File: config.mk
export PLATFORM = sky130hd
export DESIGN_NAME = tfm_tape_ctrl
export DESIGN_NICKNAME = d
export VERILOG_FILES = /design/src/hw/tfm_pkg.sv /design/src/hw/tfm_one_shot.sv /design/src/hw/tfm_sync2.sv /design/src/hw/tfm_tape_ctrl.sv
export SDC_FILE = /design/constraint.sdc
export NUM_CORES = 1
export LEC_CHECK = 0
export BUFFER_PORTS_ARGS = -buffer_cell sky130_fd_sc_hd__buf_2
export CORE_AREA = 2 2 87 151
export CTS_BUF_LIST = sky130_fd_sc_hd__clkbuf_4 sky130_fd_sc_hd__clkbuf_8
export CTS_CLUSTER_DIAMETER = 150
export DETAILED_ROUTE_END_ITERATION = 8
export DIE_AREA = 0 0 89 153
export PLACE_DENSITY_LB_ADDON = 0.2
export SKIP_CTS_REPAIR_TIMING = 1
export SYNTH_ARGS = -nofsm -noshare
export SYNTH_HDL_FRONTEND = slang
export SYNTH_SLANG_ARGS = --single-unit
File: constraint.sdc
create_clock -name i_sys_clk -period 2.6 [get_ports i_sys_clk]
set_input_delay 0.39 -clock i_sys_clk [delete_from_list [all_inputs] [get_ports i_sys_clk]]
set_output_delay 0.39 -clock i_sys_clk [all_outputs]
set_load 0.01 [all_outputs]
File: src/hw/tfm_pkg.sv
`default_nettype none
package tfm_pkg;
  localparam int unsigned CLK_PERIOD_NS      = 20;
  localparam int unsigned NUM_DRIVES         = 6;
  localparam int unsigned DRV_IDX_W          = 3;
  localparam int unsigned CHARS_PER_WORD     = 6;
  localparam int unsigned CHAR_BITS          = 6;
  // Bits 31, 32 and 33 sit in lanes 3..5 of their character; a written mark uses lanes 0..2, a read mark is detected in lanes 3..5.
  localparam logic [5:0]  FILE_MARK_CHAR     = 6'h07;
  localparam int unsigned FILE_MARK_OS_NS    = 15000;
  localparam int unsigned FILE_MARK_OS_CYC   = (FILE_MARK_OS_NS + CLK_PERIOD_NS - 1) / CLK_PERIOD_NS;
  localparam int unsigned REWIND_OS_MS       = 40;
  localparam int unsigned REWIND_OS_CYC      = REWIND_OS_MS * 1000000 / CLK_PERIOD_NS;
  localparam int unsigned OSC_GATE_DLY_CYC   = 16;
  localparam int unsigned EOR_DISC_DLY_CYC   = 16;
  localparam int unsigned MPD_TIMEOUT_CYC    = 64;
  localparam int unsigned CNT_W              = 24;
  localparam logic [2:0]  RING_POS_1         = 3'h1;
  localparam logic [2:0]  RING_POS_5         = 3'h5;
  localparam logic [2:0]  RING_POS_6         = 3'h6;

  typedef enum logic [1:0] {TFM_CMD_NONE, TFM_CMD_WRITE_MARK, TFM_CMD_REWIND} tfm_cmd_t;

  typedef struct packed {
    logic                 valid;
    tfm_cmd_t             cmd;
    logic [DRV_IDX_W-1:0] drive;
  } tfm_req_t;

  typedef struct packed {
    logic at_load_point;
    logic out_of_file_area;
    logic rewinding;
    logic ready;
  } tfm_drv_stat_t;
endpackage : tfm_pkg
`default_nettype wire

File: src/hw/tfm_one_shot.sv
`default_nettype none
module tfm_one_shot #(
  parameter int unsigned CYCLES = 4,
  parameter int unsigned CNT_W  = 24
) (
  input  wire logic i_sys_clk,  // System clock.
  input  wire logic i_sys_rst,  // Synchronous reset.
  input  wire logic i_fire,     // Trigger pulse.
  output logic      o_active,   // Output level while timing.
  output logic      o_fall      // One-cycle pulse at the end.
);
  typedef struct packed {
    logic [CNT_W-1:0] cnt;
    logic             fall;
  } tfm_os_state_t;

  tfm_os_state_t st_q;
  tfm_os_state_t st_d;

  always_comb begin
    st_d      = st_q;
    st_d.fall = 1'b0;
    if (i_fire) begin
      st_d.cnt = CNT_W'(CYCLES);
    end else if (st_q.cnt != '0) begin
      st_d.cnt = st_q.cnt - CNT_W'(1);
      st_d.fall = (st_q.cnt == CNT_W'(1));
    end
  end

  always_ff @(posedge i_sys_clk) begin
    if (i_sys_rst) begin
      st_q <= '0;
    end else begin
      st_q <= st_d;
    end
  end

  assign o_active = (st_q.cnt != '0);
  assign o_fall   = st_q.fall;
endmodule : tfm_one_shot
`default_nettype wire

File: src/hw/tfm_sync2.sv
`default_nettype none
module tfm_sync2 #(
  parameter int unsigned W = 1
) (
  input  wire logic         i_sys_clk,  // System clock.
  input  wire logic         i_sys_rst,  // Synchronous reset.
  input  wire logic [W-1:0] i_async,    // Pin level.
  output logic      [W-1:0] o_sync      // Synchronised level.
);
  typedef struct packed {
    logic [W-1:0] s1;
    logic [W-1:0] s2;
  } tfm_sy_state_t;

  tfm_sy_state_t st_q;
  tfm_sy_state_t st_d;

  always_comb begin
    st_d.s1 = i_async;
    st_d.s2 = st_q.s1;
  end

  always_ff @(posedge i_sys_clk) begin
    if (i_sys_rst) begin
      st_q <= '0;
    end else begin
      st_q <= st_d;
    end
  end

  assign o_sync = st_q.s2;
endmodule : tfm_sync2
`default_nettype wire

File: src/hw/tfm_tape_ctrl.sv
// The address-and-strobe port and the register offsets were left to the implementer.
`default_nettype none
module tfm_tape_ctrl #(
  parameter int unsigned REWIND_CYC  = tfm_pkg::REWIND_OS_CYC,
  parameter int unsigned MARK_OS_CYC = tfm_pkg::FILE_MARK_OS_CYC,
  parameter int unsigned OSC_DLY_CYC = tfm_pkg::OSC_GATE_DLY_CYC,
  parameter int unsigned EOR_DLY_CYC = tfm_pkg::EOR_DISC_DLY_CYC,
  parameter int unsigned MPD_CYC     = tfm_pkg::MPD_TIMEOUT_CYC
) (
  input  wire logic                     i_sys_clk,          // System clock, 50 MHz.
  input  wire logic                     i_sys_rst,          // Synchronous reset.
  input  wire logic                     i_select_pulse,     // Drive selection instruction.
  input  wire logic [2:0]               i_select_drive,     // Drive index 0..5.
  input  wire tfm_pkg::tfm_req_t        i_op_timing_pulse,  // Command at timing pulse 9.
  input  wire logic                     i_read_start,       // Read selected drive.
  input  wire logic                     i_not_backward,     // Tape not moving backward.
  input  wire logic                     i_char_clk,         // Character clock tick.
  input  wire logic                     i_echo_sync,        // Echo or read sync pin.
  input  wire logic [5:0]               i_read_char,        // Read character pin bits.
  input  wire tfm_pkg::tfm_drv_stat_t   i_drv_stat,         // Selected drive status pins.
  output logic [5:0]                    o_drive_select,     // One-hot drive select.
  output logic                          o_write_status,     // Read/write status, 1 write.
  output logic                          o_motion,           // Motion flag to drive.
  output logic                          o_osc_gate,         // Character clock enabled.
  output logic [5:0]                    o_write_bus,        // Write character lanes.
  output logic                          o_write_strobe,     // Write pulse.
  output logic                          o_data_request,     // Request for data transfer.
  output logic                          o_set_out_of_file,  // Set drive latch pulse level.
  output logic                          o_start_rewind,     // Start-rewind pulse level.
  output logic                          o_io_interlock,     // I/O interlock.
  output logic                          o_prepared,         // Drive prepared.
  output logic                          o_ready,            // Drive ready.
  output logic                          o_file_mark_flag,   // File-mark flag.
  output logic                          o_disconnect        // Ends the instruction.
);
  typedef enum {ST_IDLE, ST_W_DELAY, ST_W_RUN, ST_W_MPD, ST_R_RUN, ST_R_MPD,
                ST_EOR_DLY} tfm_ctl_state_t;

  typedef struct packed {
    tfm_ctl_state_t   state;
    logic [5:0]       sel;
    logic             write_status;
    logic             motion;
    logic             osc_gate;
    logic             mark;
    logic             wcz;
    logic             wcz2;
    logic [2:0]       ring;
    logic [5:0]       wbus;
    logic             wstrobe;
    logic             dreq;
    logic             interlock;
    logic             disc;
    logic [23:0]      cnt;
    logic [23:0]      missing_pulse_detector;
    logic             clk_run;
  } tfm_ctl_st_t;

  tfm_ctl_st_t st_q;
  tfm_ctl_st_t st_d;

  logic [5:0]              rd_char_s;
  logic [2:0]              misc_s;
  tfm_pkg::tfm_drv_stat_t  stat_s;
  logic                    mark_fire;
  logic                    mark_os_active;
  logic                    rew_fire;
  logic                    rew_os_active;
  logic                    rew_os_fall;
  logic                    sync_s;
  logic                    char_s;
  logic                    notbk_s;

  function automatic logic [5:0] tfm_onehot(input logic [2:0] idx);
    logic [5:0] v;
    v = '0;
    if (idx < 3'(tfm_pkg::NUM_DRIVES)) begin
      v[idx] = 1'b1;
    end
    return v;
  endfunction : tfm_onehot

  function automatic logic [2:0] tfm_ring_next(input logic [2:0] r);
    return (r == tfm_pkg::RING_POS_6) ? tfm_pkg::RING_POS_1 : r + 3'h1;
  endfunction : tfm_ring_next

  tfm_sync2 #(.W(6)) u_sync_char (
    .i_sys_clk (i_sys_clk),
    .i_sys_rst (i_sys_rst),
    .i_async   (i_read_char),
    .o_sync    (rd_char_s)
  );

  tfm_sync2 #(.W(7)) u_sync_misc (
    .i_sys_clk (i_sys_clk),
    .i_sys_rst (i_sys_rst),
    .i_async   ({i_echo_sync, i_char_clk, i_not_backward, i_drv_stat}),
    .o_sync    ({misc_s, stat_s})
  );

  assign sync_s  = misc_s[2];
  assign char_s  = misc_s[1];
  assign notbk_s = misc_s[0];

  tfm_one_shot #(.CYCLES(MARK_OS_CYC), .CNT_W(tfm_pkg::CNT_W)) u_mark_os (
    .i_sys_clk (i_sys_clk),
    .i_sys_rst (i_sys_rst),
    .i_fire    (mark_fire),
    .o_active  (mark_os_active),
    .o_fall    ()
  );

  tfm_one_shot #(.CYCLES(REWIND_CYC), .CNT_W(tfm_pkg::CNT_W)) u_rewind_os (
    .i_sys_clk (i_sys_clk),
    .i_sys_rst (i_sys_rst),
    .i_fire    (rew_fire),
    .o_active  (rew_os_active),
    .o_fall    (rew_os_fall)
  );

  always_comb begin
    st_d         = st_q;
    st_d.wstrobe = 1'b0;
    st_d.dreq    = 1'b0;
    st_d.disc    = 1'b0;
    mark_fire    = 1'b0;
    rew_fire     = 1'b0;

    if (i_select_pulse) begin
      st_d.sel = tfm_onehot(i_select_drive);
    end

    // Rewind is taken in any interlock or prepared state.
    if (i_op_timing_pulse.valid && i_op_timing_pulse.cmd == tfm_pkg::TFM_CMD_REWIND) begin
      if (stat_s.at_load_point) begin
        st_d.disc = 1'b1;
      end else begin
        rew_fire       = 1'b1;
        st_d.interlock = 1'b1;
      end
    end
    if (rew_os_fall) begin
      // A mark write still in progress keeps its own interlock.
      st_d.interlock = (st_q.state != ST_IDLE);
      st_d.disc      = 1'b1;
    end

    // The echo sync is the only sign of tape life; the counter stands in for the detector.
    if (sync_s) begin
      st_d.missing_pulse_detector = 24'(MPD_CYC);
    end else if (st_q.missing_pulse_detector != '0) begin
      st_d.missing_pulse_detector = st_q.missing_pulse_detector - 24'h1;
    end

    unique case (st_q.state)
      ST_IDLE: begin
        if (i_op_timing_pulse.valid &&
            i_op_timing_pulse.cmd == tfm_pkg::TFM_CMD_WRITE_MARK) begin
          st_d.mark         = 1'b1;
          st_d.wcz          = 1'b1;
          st_d.wcz2         = 1'b0;
          st_d.write_status = 1'b1;
          st_d.motion       = 1'b1;
          st_d.interlock    = 1'b1;
          st_d.ring         = tfm_pkg::RING_POS_1;
          st_d.cnt          = 24'(OSC_DLY_CYC);
          st_d.state        = ST_W_DELAY;
        end else if (i_read_start) begin
          st_d.mark         = 1'b0;
          st_d.write_status = 1'b0;
          st_d.motion       = 1'b1;
          st_d.ring         = tfm_pkg::RING_POS_1;
          st_d.missing_pulse_detector          = 24'(MPD_CYC);
          st_d.state        = ST_R_RUN;
        end
      end
      ST_W_DELAY: begin
        if (st_q.cnt == 24'h1) begin
          st_d.osc_gate = 1'b1;
          st_d.clk_run  = 1'b1;
          st_d.state    = ST_W_RUN;
        end
        st_d.cnt = st_q.cnt - 24'h1;
      end
      ST_W_RUN: begin
        if (char_s && st_q.clk_run) begin
          st_d.wstrobe = 1'b1;
          // Word register is clear, so only the mark lanes ever carry ones.
          st_d.wbus = (st_q.mark && st_q.ring == tfm_pkg::RING_POS_1)
                      ? tfm_pkg::FILE_MARK_CHAR : 6'h00;
          st_d.dreq = !st_q.mark;
          if (st_q.ring == tfm_pkg::RING_POS_1 && st_q.mark) begin
            mark_fire = 1'b1;
          end
          if (st_q.ring == tfm_pkg::RING_POS_5 && st_q.wcz) begin
            st_d.wcz2 = 1'b1;
          end
          if (st_q.ring == tfm_pkg::RING_POS_6 && st_q.wcz2) begin
            st_d.osc_gate = 1'b0;
            st_d.clk_run  = 1'b0;
            st_d.state    = ST_W_MPD;
          end
          st_d.ring = tfm_ring_next(st_q.ring);
        end
      end
      ST_W_MPD, ST_R_MPD: begin
        if (st_q.missing_pulse_detector == '0) begin
          st_d.motion = 1'b0;
          st_d.cnt    = 24'(EOR_DLY_CYC);
          st_d.state  = ST_EOR_DLY;
        end
      end
      ST_R_RUN: begin
        if (char_s) begin
          if (st_q.ring == tfm_pkg::RING_POS_1 && rd_char_s[5:3] == 3'h7 &&
              sync_s && notbk_s) begin
            mark_fire = 1'b1;
            st_d.mark = 1'b1;
          end
          st_d.dreq = !st_q.mark && !(st_q.ring == tfm_pkg::RING_POS_1 &&
                      rd_char_s[5:3] == 3'h7 && sync_s && notbk_s);
          st_d.ring = tfm_ring_next(st_q.ring);
        end
        if (st_q.missing_pulse_detector == '0) begin
          st_d.state = ST_R_MPD;
        end
      end
      ST_EOR_DLY: begin
        st_d.cnt = st_q.cnt - 24'h1;
        if (st_q.cnt == 24'h1) begin
          st_d.disc         = 1'b1;
          st_d.interlock    = rew_os_active || rew_fire;
          st_d.write_status = 1'b0;
          st_d.wbus         = 6'h00;
          st_d.state        = ST_IDLE;
        end
      end
      default: begin
        st_d.state = ST_IDLE;
      end
    endcase
  end

  always_ff @(posedge i_sys_clk) begin
    if (i_sys_rst) begin
      st_q       <= '0;
      st_q.state <= ST_IDLE;
      st_q.ring  <= tfm_pkg::RING_POS_1;
    end else begin
      st_q <= st_d;
    end
  end

  assign o_drive_select    = st_q.sel;
  assign o_write_status    = st_q.write_status;
  assign o_motion          = st_q.motion;
  assign o_osc_gate        = st_q.osc_gate;
  assign o_write_bus       = st_q.wbus;
  assign o_write_strobe    = st_q.wstrobe;
  assign o_data_request    = st_q.dreq;
  assign o_set_out_of_file = mark_os_active;
  assign o_start_rewind    = rew_os_active;
  assign o_io_interlock    = st_q.interlock;
  // Drive rewind status covers the whole rewind, not only the 40 ms pulse.
  assign o_prepared = !stat_s.out_of_file_area && !stat_s.rewinding &&
                      !rew_os_active;
  assign o_ready          = stat_s.ready;
  assign o_file_mark_flag = st_q.mark;
  assign o_disconnect     = st_q.disc;
endmodule : tfm_tape_ctrl
`default_nettype wire

==> results of run 1 <==
[cell usage after synthesis (4+ instances only)]
master,instances,share of area [%]
ha_1,8,1.5
o31ai_2,5,0.94
clkbuf_1,29,1.6
nor4_1,29,2.7
a211oi_1,4,0.45
xor2_1,33,4.4
nand3_1,25,1.9
nor2_1,105,5.9
or3_1,18,1.7
or4_1,15,1.7
dfxtp_1,140,42
a31oi_1,8,0.75
o21ai_0,17,1.3
nor3_1,38,2.9
nor3b_1,7,0.79
a21oi_1,53,4.0
inv_1,14,0.79
nand2_1,38,2.2
nor2b_1,27,2.5
nand2b_1,19,1.8
xnor2_1,34,4.5
buf_4,13,1.5
and2_1,4,0.38
mux2i_1,10,1.5
o31ai_1,6,0.68
or2_2,5,0.47
nand3b_1,5,0.57
nand4_1,13,1.2
nand4b_1,8,1.1
[path summary, 6_finish.rpt]
path / startpoint / end / slack (ns)
worst min register to register: u_sync_misc.st_d[3]$_SDFF_PP0_ / u_sync_misc.o_sync[3]$_SDFF_PP0_ / 0.43
worst max-delay path: st_q[20]$_SDFF_PP0_ / st_q[46]$_SDFFE_PP0P_ / 0.10
worst max register to register: st_q[20]$_SDFF_PP0_ / st_q[46]$_SDFFE_PP0P_ / 0.10
worst min-delay path: i_drv_stat[0] / u_sync_misc.st_d[0]$_SDFF_PP0_ / 0.16
[critical path: stages (launching register included)]
cell     delay (ns)
dfxtp_1        0.34
or4_4          0.57
or4_4          0.56
nor3_4         0.28
a21oi_2        0.19
o31ai_4        0.29
mux2i_1        0.20
[stage by stage]
step	std cells	utilization, %	TNS [ns]	total power, W	instance area [µm²]
after global routing	1011	61.2	-0.0214	0.0119	7610
after CTS	1006	60.3	-0.622	0.0109	7500
final	1011	61.2	0	0.0111	7610
after global placement	974	57.1	0	0.00885	7100
after detailed placement	974	57.1	-0.297	0.00908	7100
after floorplan	778	-	0	0.00765	6640
[sequential cells by signal (all words and copies together) (netlist names)]
register / flops
o_data_request: 1
o_disconnect: 1
o_drive_select: 6
o_file_mark_flag: 1
o_io_interlock: 1
o_motion: 1
o_write_bus: 1
o_write_status: 1
o_write_strobe: 1
st_q: 57
u_mark_os.st_q: 24
u_rewind_os.o_fall: 1
u_rewind_os.st_q: 24
u_sync_char.o_sync: 3
u_sync_char.st_d: 3
u_sync_misc.o_sync: 7
u_sync_misc.st_d: 7
[area by class of cell]
class                           count  area [µm²]
Multi-Input combinational cell    576        3620
Tap cell                          168         210
Clock inverter                     13         143
Sequential cell                   140        2800
Clock buffer                       19         249
Fill cell                        1149        4820
Timing Repair Buffer               80         523
Inverter                           15        58.8
[report_power, final]
group	internal (W)	switching [W]
clock network	0.000878	0.000842
logic	0.00258	0.00328
registers	0.00279	0.000679
[logic make-up after synthesis]
logic type	count (synthesis)	synth area share, %
buf+inv	62	4.39
simple gates	370	30.0
other cells	1	0.0565
fa+ha+maj	8	1.51
xor+xnor	67	8.85
compound gates	118	11.4
flops	140	42.2
mux	10	1.51
[placed cells by master, fill, tap and decap left out, types with 15 or more instances in the layout]
cell	netlist	final
or4_1	15	15
nand2b_1	19	19
o21ai_0	17	17
nor2b_1	27	27
buf_2	2	41
buf_4	13	37
nor4_1	29	27
nor2_1	105	105
nand3_1	25	24
xnor2_1	34	34
nor3_1	38	36
nand2_1	38	37
a21oi_1	53	53
or3_1	18	18
xor2_1	33	33
clkbuf_8	0	17
dfxtp_1	140	140
[per-layer routing]
metal | vias up | global-route usage [%]
met2 | 92 | 40.0
li1 | 2854 | -
met3 | 37 | 5.40
met5 | - | 0
met4 | 0 | 9.95
met1 | 2692 | 21.7
==> reports/metrics.cfg, run 1 <==
[outcome]
status = finished, final reports clean

[drt]
detail-route-antenna-nets = 0
wl_met3_um = 488
routedWlPerCell_um = 14.3
drc = 0
drt-met1-wl_um = 5720
drtIter0Drc = 151
via_per_inst = 5.61
dr_wl_met2_um = 7840
firstDrtPassIters = 4
routed.top_layer = met4
vias = 5675
wirelength_um = 14400

[synthesis]
synth_edf_count = 0
synth_area_per_cell_um2 = 8.55
synth.distinct_cells = 60
syn-cell-area_um2 = 6630
synth-async-reset-ratio_pct = 0
ys_seq_elements = 140
ys_seq_area_share_pct = 42.2
synth_cells = 776
yosys_most_used_dff = dfxtp_1
synth_warnings = 0

[clocking]
worstSkewPairLatency_ns = 0.44
clock_sinks = 140
clockBufferDepth = 2
htree_levels = 4
cts_root_buf = clkbuf_8
cts_buffers = 17
path_clk_slew_ns = 0.08
cts_tree = yes

[sta]
fin_crit_ns = 2.50
fin_hold_ws_ns = 0.156
setup_ws_ns = 0.102
max_freq_mhz = 400
finalCritPeriodShare_pct = 96.1
fin_skew_ns = 0.00960
setup_viol = 0
worstMarginPinSlew_ns = 0.684
relSlewSlack_pct = 54.4
slew_viol_final = 0
hold_viol = 0

[critical_path]
crit_fanout = 6
arrival_ns = 2.86
r2r_cells = 6
start_kind = register
critPathRequiredTime_ns = 2.97
path_class = register to register
cp-end-kind = register

[placed_design]
hpwl_um = 10600
post-place-ws_ns = -0.0601
gp_congestion = 0.855
port_buffers = 40

[power_and_ir_drop]
max-vdd-ir-drop_v = 0.000983
cellLeakagePower_nw = 2.94
power_density_nw_per_um2 = 1450

[floorplan]
ioPinCount = 50
dieArea_um2 = 13600
rows = 54
initial_core_util_pct = 53.4
core_area_um2 = 12400
die_w_um = 89
die_h_um = 153

[cells_and_area]
diodes = 0
synthToLayoutAreaGrowth_pct = 14.7
nNetsFinal = 864
layout-drive-gt1-share_pct = 16.8

[grt]
grt_pass1_vias = 5485
antenna_found_initial = 0
track_usage_pct = 21.6
grt_pass1_wl_um = 23700
overflow = 0
grt_max_degree = 64

[worst_hold_path]
hold-path-cell-count = 2
min_path_type = primary input to register

[job]
cap_violations = 0

Note: power is estimated with default switching activity, not from simulation.
==> run 2: changes to the inputs <==
--- a/config.mk
+++ b/config.mk
@@ -6,11 +6,11 @@
 export NUM_CORES = 1
 export LEC_CHECK = 0
 export BUFFER_PORTS_ARGS = -buffer_cell sky130_fd_sc_hd__buf_2
-export CORE_AREA = 2 2 87 151
+export CORE_AREA = 2 2 124 217
 export CTS_BUF_LIST = sky130_fd_sc_hd__clkbuf_4 sky130_fd_sc_hd__clkbuf_8
 export CTS_CLUSTER_DIAMETER = 150
 export DETAILED_ROUTE_END_ITERATION = 8
-export DIE_AREA = 0 0 89 153
+export DIE_AREA = 0 0 126 219
 export PLACE_DENSITY_LB_ADDON = 0.2
 export SKIP_CTS_REPAIR_TIMING = 1
 export SYNTH_ARGS = -nofsm -noshare
==> run 2 against run 1 <==
  * Via count fell by 1.9%
  * Sequential share of layout area is 1.4 points lower
  * Cell count rose by 16%
  * Worst setup slack worse by 0.025 ns
  * Non-clock buffer count grew 10
  * Sequential power is essentially flat
  * Clock skew hardly changed
  * Final area up 4.0%
  * Register-to-register slack worse by 0.02 ns
  * Worst hold slack got worse by 0.029 ns
  * Core utilization down 30 points
  * Largest cell class unchanged
  * Largest power group unchanged
  * Highest routed layer unchanged
==> reports/metrics.cfg, run 2 (synthesis gave the netlist of run 1 again) <==
[power_and_ir_drop]
cellLeakagePower_nw = 3.02
power_density_nw_per_um2 = 1430
p_total_w = 0.0113
max-vdd-ir-drop_v = 0.000533

[cells_and_area]
regMostFlops = st_q
multi_input_area_um2 = 3620
n_fill_cell = 2804
largest_register_ffs = 57
regArea_um2 = 2800
reg.largest.list = st_q: 57 flops, u_mark_os.st_q: 24 flops, u_rewind_os.st_q: 24 flops
layout_commonest_cell = dfxtp_1
final_cell_mix = dfxtp_1 (140), nor2_1 (105), a21oi_1 (53)
synthToLayoutAreaGrowth_pct = 19.3
utilization_pct = 30.7
nNetsFinal = 874
final_area_um2 = 7910
layout-drive-gt1-share_pct = 18.0
diodes = 0

[grt]
grt_use_met3_pct = 3.24
track_usage_pct = 12.3
overflow = 0
grt_pass1_wl_um = 26900
grt_max_degree = 30
grt_pass1_vias = 5496
met2_usage_pct = 24.1
grtUsageMet1_pct = 12.0
grt.busiest_layer = met2
antenna_found_initial = 0

[placed_design]
gp_congestion = 0.787
placed_area_um2 = 7370
hpwl_um = 12200
port_buffers = 40

[critical_path]
critPathRequiredTime_ns = 3.01
crit_fanout = 6
cp-end-kind = register
critPathMaxStageDelay_ns = 0.55
path_class = register to register
arrival_ns = 2.94
slowest_stage = or4_4
start_kind = register
path_cells = or4_4, nor4_2, a41oi_1, buf_4, or4_1, o31ai_4, mux2i_1
cp_top_family = simple AND/OR/NAND/NOR gates
worst-path-buf-inv = 1

[clocking]
clockBufferDepth = 2
worstSkewPairLatency_ns = 0.47
clock_sinks = 140
cts_tree = yes
cts_root_buf = clkbuf_8
path_clk_slew_ns = 0.08
htree_levels = 4
cts_buffers = 17

[floorplan]
rows = 78
initial_core_util_pct = 25.7
core_area_um2 = 25800
die_w_um = 126
dieArea_um2 = 27600
ioPinCount = 50
die_h_um = 219

[sta]
setup_viol = 0
hold_viol = 0
rsz0062_at_grt = true
max_freq_mhz = 396
fin_crit_ns = 2.52
slew_viol_final = 0
worstMarginPinSlew_ns = 0.598
fin_hold_ws_ns = 0.127
fin_skew_ns = 0.00984
relSlewSlack_pct = 60.1
finalCritPeriodShare_pct = 97.0

[worst_hold_path]
min_path_type = primary input to register

[drt]
detail-route-antenna-nets = 0
vias = 5566
drtIter0Drc = 223
routedWlPerCell_um = 14.2
drc = 0
firstDrtPassIters = 4
via_per_inst = 4.75
wirelength_um = 16600

[job]
cap_violations = 0

[outcome]
status = finished, final reports clean

run 2: cell count changes in the layout (fill, tap and decap cells not counted), sizes merged:
cell	delta
clkbuf	+3
bufinv	+2
clkinv	-4
inv	-1
clkinvlp	-1
buf	+10
run 2: layout make-up:
class                   instances  share of cell area (%)
flip-flops and latches        140                    35.4
multi-input cells             576                    45.8
clock buffers                  22                    3.75
inverters                      15                   0.743
well taps                     320                    5.06
clock inverters                 9                    2.01
repair buffers                 90                    7.27
run 2: path summary, 6_finish.rpt:
kind	to	slack (ns)	start	cells past startpoint
worst min register to register	u_sync_misc.o_sync[2]$_SDFF_PP0_	0.44	u_sync_misc.st_d[2]$_SDFF_PP0_	1
worst max-delay path	st_q[46]$_SDFFE_PP0P_	0.08	st_q[20]$_SDFF_PP0_	7
worst max register to register	st_q[46]$_SDFFE_PP0P_	0.08	st_q[20]$_SDFF_PP0_	7
worst min-delay path	u_sync_char.st_d[5]$_SDFF_PP0_	0.13	i_read_char[5]	2
run 2: worst register-to-register path: stages, from the launching register on:
cell and delay (ns):
dfxtp_1 0.34, or4_4 0.56, nor4_2 0.31, a41oi_1 0.23
buf_4 0.21, or4_1 0.55, o31ai_4 0.09, mux2i_1 0.19
run 2: stage by stage:
stage	cells	setup TNS [ns]	setup WS [ns]
2_1_floorplan	778	0	0.184
3_3_place_gp	1140	0	0.0670
3_5_place_dp	1140	0	0.0607
4_1_cts	1171	-0.324	-0.184
5_1_grt	1172	-0.0639	-0.0351
6_report	1172	0	0.0770
run 2: layer usage:
layer  vias to the layer above  wire [µm]
li1                       2869          -
met1                      2624       6420
met2                        53       9390
met3                        20        452
met4                         0        322
met5                         -          0
run 2: power by group:
group,switching (W),internal [W]
clock network,0.000860,0.00116
logic,0.00324,0.00263
registers,0.000668,0.00277
